$ cat src/pkg/pfrb_pkg.sv
// Constants and carrier types for the protection and fault register bank.
// Assumes a 125 MHz mclk and an AXI4-Lite master with 32-bit data.
package pfrb_pkg;

  // Register indices; byte address is four times the index
  localparam int unsigned ADDR_W = 10;
  localparam logic [7:0] IDX_PROT_CTRL = 8'h50;
  localparam logic [7:0] IDX_OVP_THR   = 8'h51;
  localparam logic [7:0] IDX_MASK_C    = 8'h52;
  localparam logic [7:0] IDX_FLAGS_C   = 8'h53;
  localparam logic [7:0] IDX_STATUS    = 8'h54;
  localparam logic [7:0] IDX_SOFT_CTRL = 8'h55;

  // Reset values
  localparam logic [7:0] RST_PROT_CTRL = 8'h43;
  localparam logic [6:0] RST_OVP_THR   = 7'h14;
  localparam logic [3:0] RST_MASK_C    = 4'h1;
  localparam logic [4:0] RST_FLAGS_C   = 5'h00;
  localparam logic [9:0] RST_SENSE     = 10'h010;

  // Field positions, protection control
  localparam int unsigned CTL_TSHDN_LSB = 6;
  localparam int unsigned CTL_DGL_SEL   = 4;
  localparam int unsigned CTL_OVP_EN    = 3;
  localparam int unsigned CTL_SWF_EN    = 2;
  localparam int unsigned CTL_RCB_EN    = 1;
  localparam int unsigned CTL_OCP_EN    = 0;
  localparam logic [7:0] CTL_WR_MASK    = 8'hdf;

  // Field positions, mask and flag registers
  localparam int unsigned FLG_WDOG   = 4;
  localparam int unsigned FLG_OVP    = 3;
  localparam int unsigned FLG_SWFAIL = 2;
  localparam int unsigned FLG_USBOVP = 1;
  localparam int unsigned FLG_USBINS = 0;

  // Soft control: register reset bit
  localparam int unsigned SOFT_REG_RST = 0;

  // Threshold saturation code
  localparam logic [6:0] OVP_THR_MAX = 7'h50;

  // Deglitch timing
  localparam int unsigned CLK_MHZ      = 125;
  localparam int unsigned DGL_SHORT_US = 4;
  localparam int unsigned DGL_LONG_US  = 20;
  localparam logic [11:0] DGL_SHORT_CYC = 12'(DGL_SHORT_US * CLK_MHZ);
  localparam logic [11:0] DGL_LONG_CYC  = 12'(DGL_LONG_US * CLK_MHZ);

  // AXI responses
  localparam logic [1:0] RESP_OKAY   = 2'h0;
  localparam logic [1:0] RESP_SLVERR = 2'h2;

  // Comparator and loop levels from the analog side (asynchronous)
  typedef struct packed {
    logic loop_vout;
    logic loop_vbat;
    logic loop_ibat;
    logic loop_ibus;
    logic bus_above_uvlo;
    logic snsp_above_insert;
    logic vout_above_thr;
    logic cs_above_fail;
    logic usb_above_ovp;
    logic usb_above_uvlo;
  } pfrb_sense_t;

  // Control fields handed to the protection circuits
  typedef struct packed {
    logic [1:0] thermal_shdn_sel;
    logic       out_overvolt_deglitch_sel;
    logic       out_overvolt_protect_enable;
    logic       switch_short_detect_enable;
    logic       reverse_current_block_enable;
    logic       input_overcurrent_enable;
    logic [6:0] out_overvolt_threshold;
  } pfrb_ctrl_t;

endpackage

$ cat src/logic/pfrb_bank.sv
// Protection control, threshold, fault mask, fault flag and status registers.
// Assumes an AXI4-Lite master on mclk, analog levels arriving asynchronously,
// and switch enable, ADC enable and watchdog expiry pulses from mclk logic.
//
// Overview of operation
// - OVP deglitch: 0 gives 4 us, 1 gives 20 us
// - OVP enabled and tripped forces bypass open
// - Switch-short detection active when its enable set
// - Reverse blocking enable resets to 1, blocks
// - Input over-current enable gates current protection
// - Threshold code: 4.50 V base, saturates at 5.30
// - Pin, register reset, watchdog restore defaults
// - Watchdog flag survives watchdog-triggered defaults restore
// - Mask bits 3..0; insertion mask resets to 1
// - Masking blocks interrupt only, flags still set
// - OVP flag sets on trip, clears on read
// - Switch fail flag: source high while switch off
// - USB over-voltage flag sets above its threshold
// - USB insertion flag sets on both crossings
// - Status bits 7..4 show live loop activity
// - Input present forced 0 when switch, ADC off
// - Battery present status, resets to 1
// - Status bit 0 shows USB input present
// - Reserved bits read zero, ignore writes
//
// Added by the designer: the AXI4-Lite register port.
`timescale 1ns/10ps

module pfrb_bank
(
  input  wire logic                     mclk,
  input  wire logic                     rst_b,
  input  wire logic [pfrb_pkg::ADDR_W-1:0] s_axi_awaddr,
  input  wire logic                     s_axi_awvalid,
  output logic                          s_axi_awready,
  input  wire logic [31:0]              s_axi_wdata,
  input  wire logic [3:0]               s_axi_wstrb,
  input  wire logic                     s_axi_wvalid,
  output logic                          s_axi_wready,
  output logic [1:0]                    s_axi_bresp,
  output logic                          s_axi_bvalid,
  input  wire logic                     s_axi_bready,
  input  wire logic [pfrb_pkg::ADDR_W-1:0] s_axi_araddr,
  input  wire logic                     s_axi_arvalid,
  output logic                          s_axi_arready,
  output logic [31:0]                   s_axi_rdata,
  output logic [1:0]                    s_axi_rresp,
  output logic                          s_axi_rvalid,
  input  wire logic                     s_axi_rready,
  input  wire pfrb_pkg::pfrb_sense_t    sense,
  input  wire logic                     bypass_switch_enable,
  input  wire logic                     adc_enable,
  input  wire logic                     wdog_expire,
  output pfrb_pkg::pfrb_ctrl_t          ctrl,
  output logic                          bypass_force_open,
  output logic                          int_n_o,
  output logic                          int_n_oe
);

  // Bus holding registers
  logic [pfrb_pkg::ADDR_W-1:0] aw_addr_q;
  logic                        aw_full_q;
  logic [7:0]                  w_data_q;
  logic                        w_lane0_q;
  logic                        w_full_q;
  logic                        bvalid_q;
  logic [1:0]                  bresp_q;
  logic                        rvalid_q;
  logic [1:0]                  rresp_q;
  logic [7:0]                  rdata_q;

  // Software-visible state
  logic [7:0]                  prot_ctrl_q;
  logic [6:0]                  ovp_thr_q;
  logic [3:0]                  mask_q;
  logic [4:0]                  flags_q;
  logic [4:0]                  flags_d;
  logic                        reg_rst_q;

  // Sense synchronisers and event state
  logic [9:0]                  sense_s1_q;
  logic [9:0]                  sense_s2_q;
  pfrb_pkg::pfrb_sense_t       sn;
  logic                        usb_prev_q;
  logic [11:0]                 dgl_cnt_q;
  logic                        ovp_filt_q;
  logic [11:0]                 dgl_limit;

  // Decode and strobes
  logic                        wr_go;
  logic                        rd_go;
  logic [7:0]                  wr_idx;
  logic [7:0]                  rd_idx;
  logic                        wr_hit;
  logic                        rd_hit;
  logic                        wr_en;
  logic                        soft_clr;
  logic [4:0]                  flag_set;
  logic [4:0]                  flag_clr;
  logic [7:0]                  status_rd;
  logic [7:0]                  rd_value;
  logic [6:0]                  thr_eff;

  assign sn = pfrb_pkg::pfrb_sense_t'(sense_s2_q);

  // AXI4-Lite slave
  assign s_axi_awready = !aw_full_q && !bvalid_q;
  assign s_axi_wready  = !w_full_q && !bvalid_q;
  assign s_axi_arready = !rvalid_q;
  assign s_axi_bvalid  = bvalid_q;
  assign s_axi_bresp   = bresp_q;
  assign s_axi_rvalid  = rvalid_q;
  assign s_axi_rresp   = rresp_q;
  assign s_axi_rdata   = {24'h000000, rdata_q};

  assign wr_go  = aw_full_q && w_full_q && !bvalid_q;
  assign rd_go  = s_axi_arvalid && !rvalid_q;
  assign wr_idx = aw_addr_q[pfrb_pkg::ADDR_W-1:2];
  assign rd_idx = s_axi_araddr[pfrb_pkg::ADDR_W-1:2];

  always_comb
  begin
    wr_hit = 1'b0;
    if (aw_addr_q[1:0] == 2'h0)
    begin
      case (wr_idx)
        pfrb_pkg::IDX_PROT_CTRL,
        pfrb_pkg::IDX_OVP_THR,
        pfrb_pkg::IDX_MASK_C,
        pfrb_pkg::IDX_FLAGS_C,
        pfrb_pkg::IDX_STATUS,
        pfrb_pkg::IDX_SOFT_CTRL: wr_hit = 1'b1;
        default:                 wr_hit = 1'b0;
      endcase
    end
  end

  // Only the low byte carries register data
  assign wr_en = wr_go && wr_hit && w_lane0_q;

  // Write address channel
  always_ff @(posedge mclk or negedge rst_b)
  begin
    if (!rst_b)
    begin
      aw_full_q <= 1'b0;
      aw_addr_q <= '0;
    end
    else if (s_axi_awvalid && s_axi_awready)
    begin
      aw_full_q <= 1'b1;
      aw_addr_q <= s_axi_awaddr;
    end
    else if (wr_go)
    begin
      aw_full_q <= 1'b0;
    end
  end

  // Write data channel
  always_ff @(posedge mclk or negedge rst_b)
  begin
    if (!rst_b)
    begin
      w_full_q  <= 1'b0;
      w_data_q  <= 8'h00;
      w_lane0_q <= 1'b0;
    end
    else if (s_axi_wvalid && s_axi_wready)
    begin
      w_full_q  <= 1'b1;
      w_data_q  <= s_axi_wdata[7:0];
      w_lane0_q <= s_axi_wstrb[0];
    end
    else if (wr_go)
    begin
      w_full_q <= 1'b0;
    end
  end

  // Write response
  always_ff @(posedge mclk or negedge rst_b)
  begin
    if (!rst_b)
    begin
      bvalid_q <= 1'b0;
      bresp_q  <= pfrb_pkg::RESP_OKAY;
    end
    else if (wr_go)
    begin
      bvalid_q <= 1'b1;
      bresp_q  <= wr_hit ? pfrb_pkg::RESP_OKAY : pfrb_pkg::RESP_SLVERR;
    end
    else if (s_axi_bready)
    begin
      bvalid_q <= 1'b0;
    end
  end

  // Read data mux; reserved bits come back as zero
  always_comb
  begin
    rd_hit   = s_axi_araddr[1:0] == 2'h0;
    rd_value = 8'h00;
    case (rd_idx)
      pfrb_pkg::IDX_PROT_CTRL: rd_value = prot_ctrl_q;
      pfrb_pkg::IDX_OVP_THR:   rd_value = {1'b0, ovp_thr_q};
      pfrb_pkg::IDX_MASK_C:    rd_value = {4'h0, mask_q};
      pfrb_pkg::IDX_FLAGS_C:   rd_value = {3'h0, flags_q};
      pfrb_pkg::IDX_STATUS:    rd_value = status_rd;
      pfrb_pkg::IDX_SOFT_CTRL: rd_value = 8'h00;
      default:                 rd_hit   = 1'b0;
    endcase
  end

  // Read response
  always_ff @(posedge mclk or negedge rst_b)
  begin
    if (!rst_b)
    begin
      rvalid_q <= 1'b0;
      rdata_q  <= 8'h00;
      rresp_q  <= pfrb_pkg::RESP_OKAY;
    end
    else if (rd_go)
    begin
      rvalid_q <= 1'b1;
      rdata_q  <= rd_hit ? rd_value : 8'h00;
      rresp_q  <= rd_hit ? pfrb_pkg::RESP_OKAY : pfrb_pkg::RESP_SLVERR;
    end
    else if (s_axi_rready)
    begin
      rvalid_q <= 1'b0;
    end
  end

  // Soft reset sources
  // Register reset bit self-clears after one cycle
  always_ff @(posedge mclk or negedge rst_b)
  begin
    if (!rst_b)
    begin
      reg_rst_q <= 1'b0;
    end
    else
    begin
      reg_rst_q <= wr_en && wr_idx == pfrb_pkg::IDX_SOFT_CTRL &&
                   w_data_q[pfrb_pkg::SOFT_REG_RST];
    end
  end

  assign soft_clr = reg_rst_q || wdog_expire;

  // Control registers
  always_ff @(posedge mclk or negedge rst_b)
  begin
    if (!rst_b)
    begin
      prot_ctrl_q <= pfrb_pkg::RST_PROT_CTRL;
    end
    else if (soft_clr)
    begin
      prot_ctrl_q <= pfrb_pkg::RST_PROT_CTRL;
    end
    else if (wr_en && wr_idx == pfrb_pkg::IDX_PROT_CTRL)
    begin
      prot_ctrl_q <= w_data_q & pfrb_pkg::CTL_WR_MASK;
    end
  end

  always_ff @(posedge mclk or negedge rst_b)
  begin
    if (!rst_b)
    begin
      ovp_thr_q <= pfrb_pkg::RST_OVP_THR;
    end
    else if (soft_clr)
    begin
      ovp_thr_q <= pfrb_pkg::RST_OVP_THR;
    end
    else if (wr_en && wr_idx == pfrb_pkg::IDX_OVP_THR)
    begin
      ovp_thr_q <= w_data_q[6:0];
    end
  end

  always_ff @(posedge mclk or negedge rst_b)
  begin
    if (!rst_b)
    begin
      mask_q <= pfrb_pkg::RST_MASK_C;
    end
    else if (soft_clr)
    begin
      mask_q <= pfrb_pkg::RST_MASK_C;
    end
    else if (wr_en && wr_idx == pfrb_pkg::IDX_MASK_C)
    begin
      mask_q <= w_data_q[3:0];
    end
  end

  // Codes past the top step all give the highest threshold
  assign thr_eff = (ovp_thr_q > pfrb_pkg::OVP_THR_MAX) ?
                   pfrb_pkg::OVP_THR_MAX : ovp_thr_q;

  always_comb
  begin
    ctrl.thermal_shdn_sel             =
      prot_ctrl_q[pfrb_pkg::CTL_TSHDN_LSB +: 2];
    ctrl.out_overvolt_deglitch_sel    = prot_ctrl_q[pfrb_pkg::CTL_DGL_SEL];
    ctrl.out_overvolt_protect_enable  = prot_ctrl_q[pfrb_pkg::CTL_OVP_EN];
    ctrl.switch_short_detect_enable   = prot_ctrl_q[pfrb_pkg::CTL_SWF_EN];
    ctrl.reverse_current_block_enable = prot_ctrl_q[pfrb_pkg::CTL_RCB_EN];
    ctrl.input_overcurrent_enable     =
      prot_ctrl_q[pfrb_pkg::CTL_OCP_EN];
    ctrl.out_overvolt_threshold       = thr_eff;
  end

  // Sense synchronisers; battery present reads 1 from reset
  always_ff @(posedge mclk or negedge rst_b)
  begin
    if (!rst_b)
    begin
      sense_s1_q <= pfrb_pkg::RST_SENSE;
      sense_s2_q <= pfrb_pkg::RST_SENSE;
    end
    else
    begin
      sense_s1_q <= sense;
      sense_s2_q <= sense_s1_q;
    end
  end

  // Output over-voltage deglitch
  assign dgl_limit = prot_ctrl_q[pfrb_pkg::CTL_DGL_SEL] ?
                     pfrb_pkg::DGL_LONG_CYC :
                     pfrb_pkg::DGL_SHORT_CYC;

  // Trip only after the comparator stays high for the filter time
  always_ff @(posedge mclk or negedge rst_b)
  begin
    if (!rst_b)
    begin
      dgl_cnt_q  <= 12'h000;
      ovp_filt_q <= 1'b0;
    end
    else if (!sn.vout_above_thr)
    begin
      dgl_cnt_q  <= 12'h000;
      ovp_filt_q <= 1'b0;
    end
    else if (dgl_cnt_q >= dgl_limit - 12'h001)
    begin
      ovp_filt_q <= 1'b1;
    end
    else
    begin
      dgl_cnt_q <= dgl_cnt_q + 12'h001;
    end
  end

  assign bypass_force_open = ovp_filt_q &&
                             prot_ctrl_q[pfrb_pkg::CTL_OVP_EN];

  // Fault flags
  always_ff @(posedge mclk or negedge rst_b)
  begin
    if (!rst_b)
    begin
      usb_prev_q <= 1'b0;
    end
    else
    begin
      usb_prev_q <= sn.usb_above_uvlo;
    end
  end

  always_comb
  begin
    flag_set = 5'h00;
    flag_set[pfrb_pkg::FLG_WDOG]   = wdog_expire;
    flag_set[pfrb_pkg::FLG_OVP]    = ovp_filt_q;
    flag_set[pfrb_pkg::FLG_SWFAIL] = sn.cs_above_fail &&
      !bypass_switch_enable &&
      prot_ctrl_q[pfrb_pkg::CTL_SWF_EN];
    flag_set[pfrb_pkg::FLG_USBOVP] = sn.usb_above_ovp;
    flag_set[pfrb_pkg::FLG_USBINS] =
      sn.usb_above_uvlo != usb_prev_q;
  end

  // Clear exactly what the current read returns
  assign flag_clr = (rd_go && rd_hit && rd_idx == pfrb_pkg::IDX_FLAGS_C) ?
                    flags_q : 5'h00;

  always_comb
  begin
    flags_d = (flags_q & ~flag_clr) | flag_set;
    if (soft_clr)
    begin
      flags_d[3:0] = pfrb_pkg::RST_FLAGS_C[3:0];
    end
    if (reg_rst_q)
    begin
      flags_d[pfrb_pkg::FLG_WDOG] = wdog_expire;
    end
  end

  always_ff @(posedge mclk or negedge rst_b)
  begin
    if (!rst_b)
    begin
      flags_q <= pfrb_pkg::RST_FLAGS_C;
    end
    else
    begin
      flags_q <= flags_d;
    end
  end

  // Status
  always_comb
  begin
    status_rd    = 8'h00;
    status_rd[7] = sn.loop_vout;
    status_rd[6] = sn.loop_vbat;
    status_rd[5] = sn.loop_ibat;
    status_rd[4] = sn.loop_ibus;
    status_rd[3] = sn.bus_above_uvlo &&
                   (bypass_switch_enable || adc_enable);
    status_rd[2] = sn.snsp_above_insert;
    status_rd[0] = sn.usb_above_uvlo;
  end

  // Interrupt pin
  // Open drain: drive low only while asserting
  assign int_n_o  = 1'b0;
  assign int_n_oe = |(flags_q[3:0] & ~mask_q) ||
                    flags_q[pfrb_pkg::FLG_WDOG];

endmodule

$ cat config.mk
export PLATFORM = sky130hd
export DESIGN_NAME = pfrb_bank
export DESIGN_NICKNAME = d
export VERILOG_FILES = /design/src/pkg/pfrb_pkg.sv /design/src/logic/pfrb_bank.sv
export SDC_FILE = /design/constraint.sdc
export NUM_CORES = 1
export LEC_CHECK = 0
export BUFFER_PORTS_ARGS = -buffer_cell sky130_fd_sc_hd__buf_4
export CAP_MARGIN = 0
export CORE_MARGIN = 5
export CORE_UTILIZATION = 45
export CTS_CLUSTER_SIZE = 14
export DETAILED_ROUTE_END_ITERATION = 10
export PLACE_DENSITY = 0.75
export SLEW_MARGIN = 20
export SYNTH_ARGS = -nofsm -noshare
export SYNTH_HDL_FRONTEND = slang
export SYNTH_SLANG_ARGS = --single-unit
$ cat constraint.sdc
create_clock -name mclk -period 5.2 [get_ports mclk]
set_input_delay 1.04 -clock mclk [delete_from_list [all_inputs] [get_ports mclk]]
set_output_delay 1.04 -clock mclk [all_outputs]
set_load 0.02 [all_outputs]
==> results.ini <==
[yosys]
ys_top_cells_by_area=dfrtp_1 49%, mux2_2 6.1%, dfstp_2 4.9%
synth-seq-area-share=0.5358
synth_edf_count=0
netlist.area_leader.share=0.4865
syn-cell-area_um2=4269
synth_warnings=0
ys_async_sr_fraction=1.000
synth_common_cells=83 x dfrtp_1, 43 x nand2_1, 27 x buf_4, 23 x mux2_2, 23 x nor2_1
synth_cell_types=49
netlist_instances=395
synth_area_per_cell_um2=10.81
synth_ff_type=dfrtp_1
synth_area_leader_cell=dfrtp_1
yosysMostFrequentCell=dfrtp_1
synth-seq-cells=91

[grt]
antenna_found_initial=0
grt_pass1_wl_mm=14.75
grt_pass1_vias=3027
track_usage=0.1617
grt_overflow=0
grt_start_max_net_pins=72

[drt]
dr.first_iter.drc_count=140
avgViaCountPerCell=5.159
antenna_left=0
dr.pass1.iters=4
routed_wl_mm=9.097
vias=3111
drc_errors=0
routedWlPerCell_um=15.09

[clock_network]
cts_inserted_buffers=9
cts_root_buf=clkbuf_8
clock_sinks=91
clock_path_buffers=2
post_cts_resized=0
post_cts_buffers=0
htreeDepth=3
cts_tree=built
cts_hold_buf=0
clk_pin_slew_ns=0.09
clk_latency_ns=0.36

[place]
dpl_worst_slack_ns=2.620
port_buffers=79
dp_hpwl_mm=6.774
placed_cells=587
place_congestion=0.8300

[sta]
rsz0062_at_grt=false
finalClockSkew_ns=0.01201
period_minus_slack_ns=2.568
setup_viol=0
min_period_over_period=0.4938
fmax_mhz=389.5
final_max_slew_viol_count=0
maxSlewHeadroom=0.3357
tightest_slew_ns=0.9873
worst_hold_slack_ns=0.3514
fin_tns_setup_ns=0
hold_viol=0
fin_ws_ns=2.632

[power_and_ir_drop]
p_per_area_nw_per_um2=332.4
irDropWorstVdd_v=0.0002101
power_leakage_uw=0.002334

[finish]
seq_area_um2=2287
num_antenna_cells=0
final_layout_size_suffix_gt1_frac=0.2785
fin_nets=549
utilization=0.5448
fillers=814
multi_input_area_um2=1765
instances_no_fill=603
area_growth_pct=17.91

[worst_setup_path]
cp-start-kind=flop
crit_fanout=3
end_kind=output port
ff2ff_path_depth=5
crit_arrival_ns=1.53
required_ns=4.16
setup.worst_path.class=reg -> out

[die]
fp.dieArea_um2=11530
core_area_um2=9240
die_h_um=107.4
ioPinCount=134
dieWidth_um=107.4
start_util=0.4620
num_rows=35

[worst_hold_path]
min_delay_path_depth=0
worstHoldPathType=reg -> reg

[job]
max_cap_violations=0

[run_status]
outcome=completed

[per-layer routing]
| layer | up-vias | GRT usage | wire length (µm) |
|---|---|---|---|
| li1 | 1481 | - | - |
| met3 | 8 | 0.05699 | 768 |
| met4 | 0 | 0.03968 | 74 |
| met1 | 1514 | 0.2034 | 3854 |
| met2 | 108 | 0.2676 | 4399 |
| met5 | - | 0 | 0 |
[flip-flops by register name, summed over array words and instances (netlist names), 7 cells and up]
name / count
aw_addr_q: 10
dgl_cnt_q: 12
ovp_thr_q: 7
prot_ctrl_q: 7
rdata_q: 8
sense_s1_q: 10
sense_s2_q: 10
w_data_q: 8
[through the flow]
stage                     area [µm²]  total power (µW)
after floorplan                 4367              1140
after global placement          4857              1240
after detailed placement        4857              1257
after CTS                       5031              1697
after global routing            5034              1763
final                           5034              1673
[final timing paths]
path,endpoint,startpoint,slack (ns)
max,int_n_oe,mask_q[0]$_DFFE_PN1P_,2.63
min,sense_s2_q[6]$_DFF_PN0_,sense_s1_q[6]$_DFF_PN0_,0.35
max reg2reg,dgl_cnt_q[8]$_DFFE_PN0P_,dgl_cnt_q[0]$_DFFE_PN0P_,2.92
min reg2reg,sense_s2_q[6]$_DFF_PN0_,sense_s1_q[6]$_DFF_PN0_,0.35
max in group asynchronous,aw_addr_q[5]$_DFFE_PN0P_,rst_b,3.51
min in group asynchronous,sense_s2_q[9]$_DFF_PN0_,rst_b,0.55
[worst max-delay path: stages, from the launching register on]
cell and delay (ns):
dfstp_2 0.55, inv_1 0.04, a222oi_1 0.26, nand2_1 0.14, buf_4 0.18
[report_power, final]
part	leakage (µW)	internal, µW	switching, µW
registers	0.00113	811	90.2
logic	0.00112	167	169
clock network	0.0000840	201	235
[cell usage in the layout, fill, tap and decap left out, types with 6 or more instances in the layout]
cell type	synthesis	routed
nand2b_1	6	6
nand2_1	43	43
o21ai_0	20	20
nor2_1	23	22
dfrtp_1	83	83
buf_4	27	80
a21oi_1	18	18
mux2_2	23	23
or4_1	6	6
conb_1	1	27
clkbuf_8	0	11
dfstp_2	8	8
inv_1	12	12
nand3_1	16	16
and2_1	6	6
mux2i_1	21	21
[kinds of logic (layout without fill, tap and decap cells)]
logic type,count (synthesis),in the layout,share of synthesized area
AO/OA/AOI/OAI,60,60,0.08734
XOR/XNOR,1,1,0.002052
adder cells (fa/ha/maj),4,4,0.01172
buffers and inverters,55,108,0.07415
flip-flops,91,91,0.5358
multiplexers,46,46,0.1205
other,1,27,0.0008784
AND/OR/NAND/NOR,137,137,0.1676
[final cells by class]
type                       instances  area share
tap                              129     0.03207
clock inverter                     1    0.001491
multi-input combinational        275      0.3507
clock buffer                      15     0.03306
sequential                        91      0.4544
timing repair buffer              80      0.1193
inverter                          12    0.008949
No activity file was read; power rests on OpenSTA's default activity.
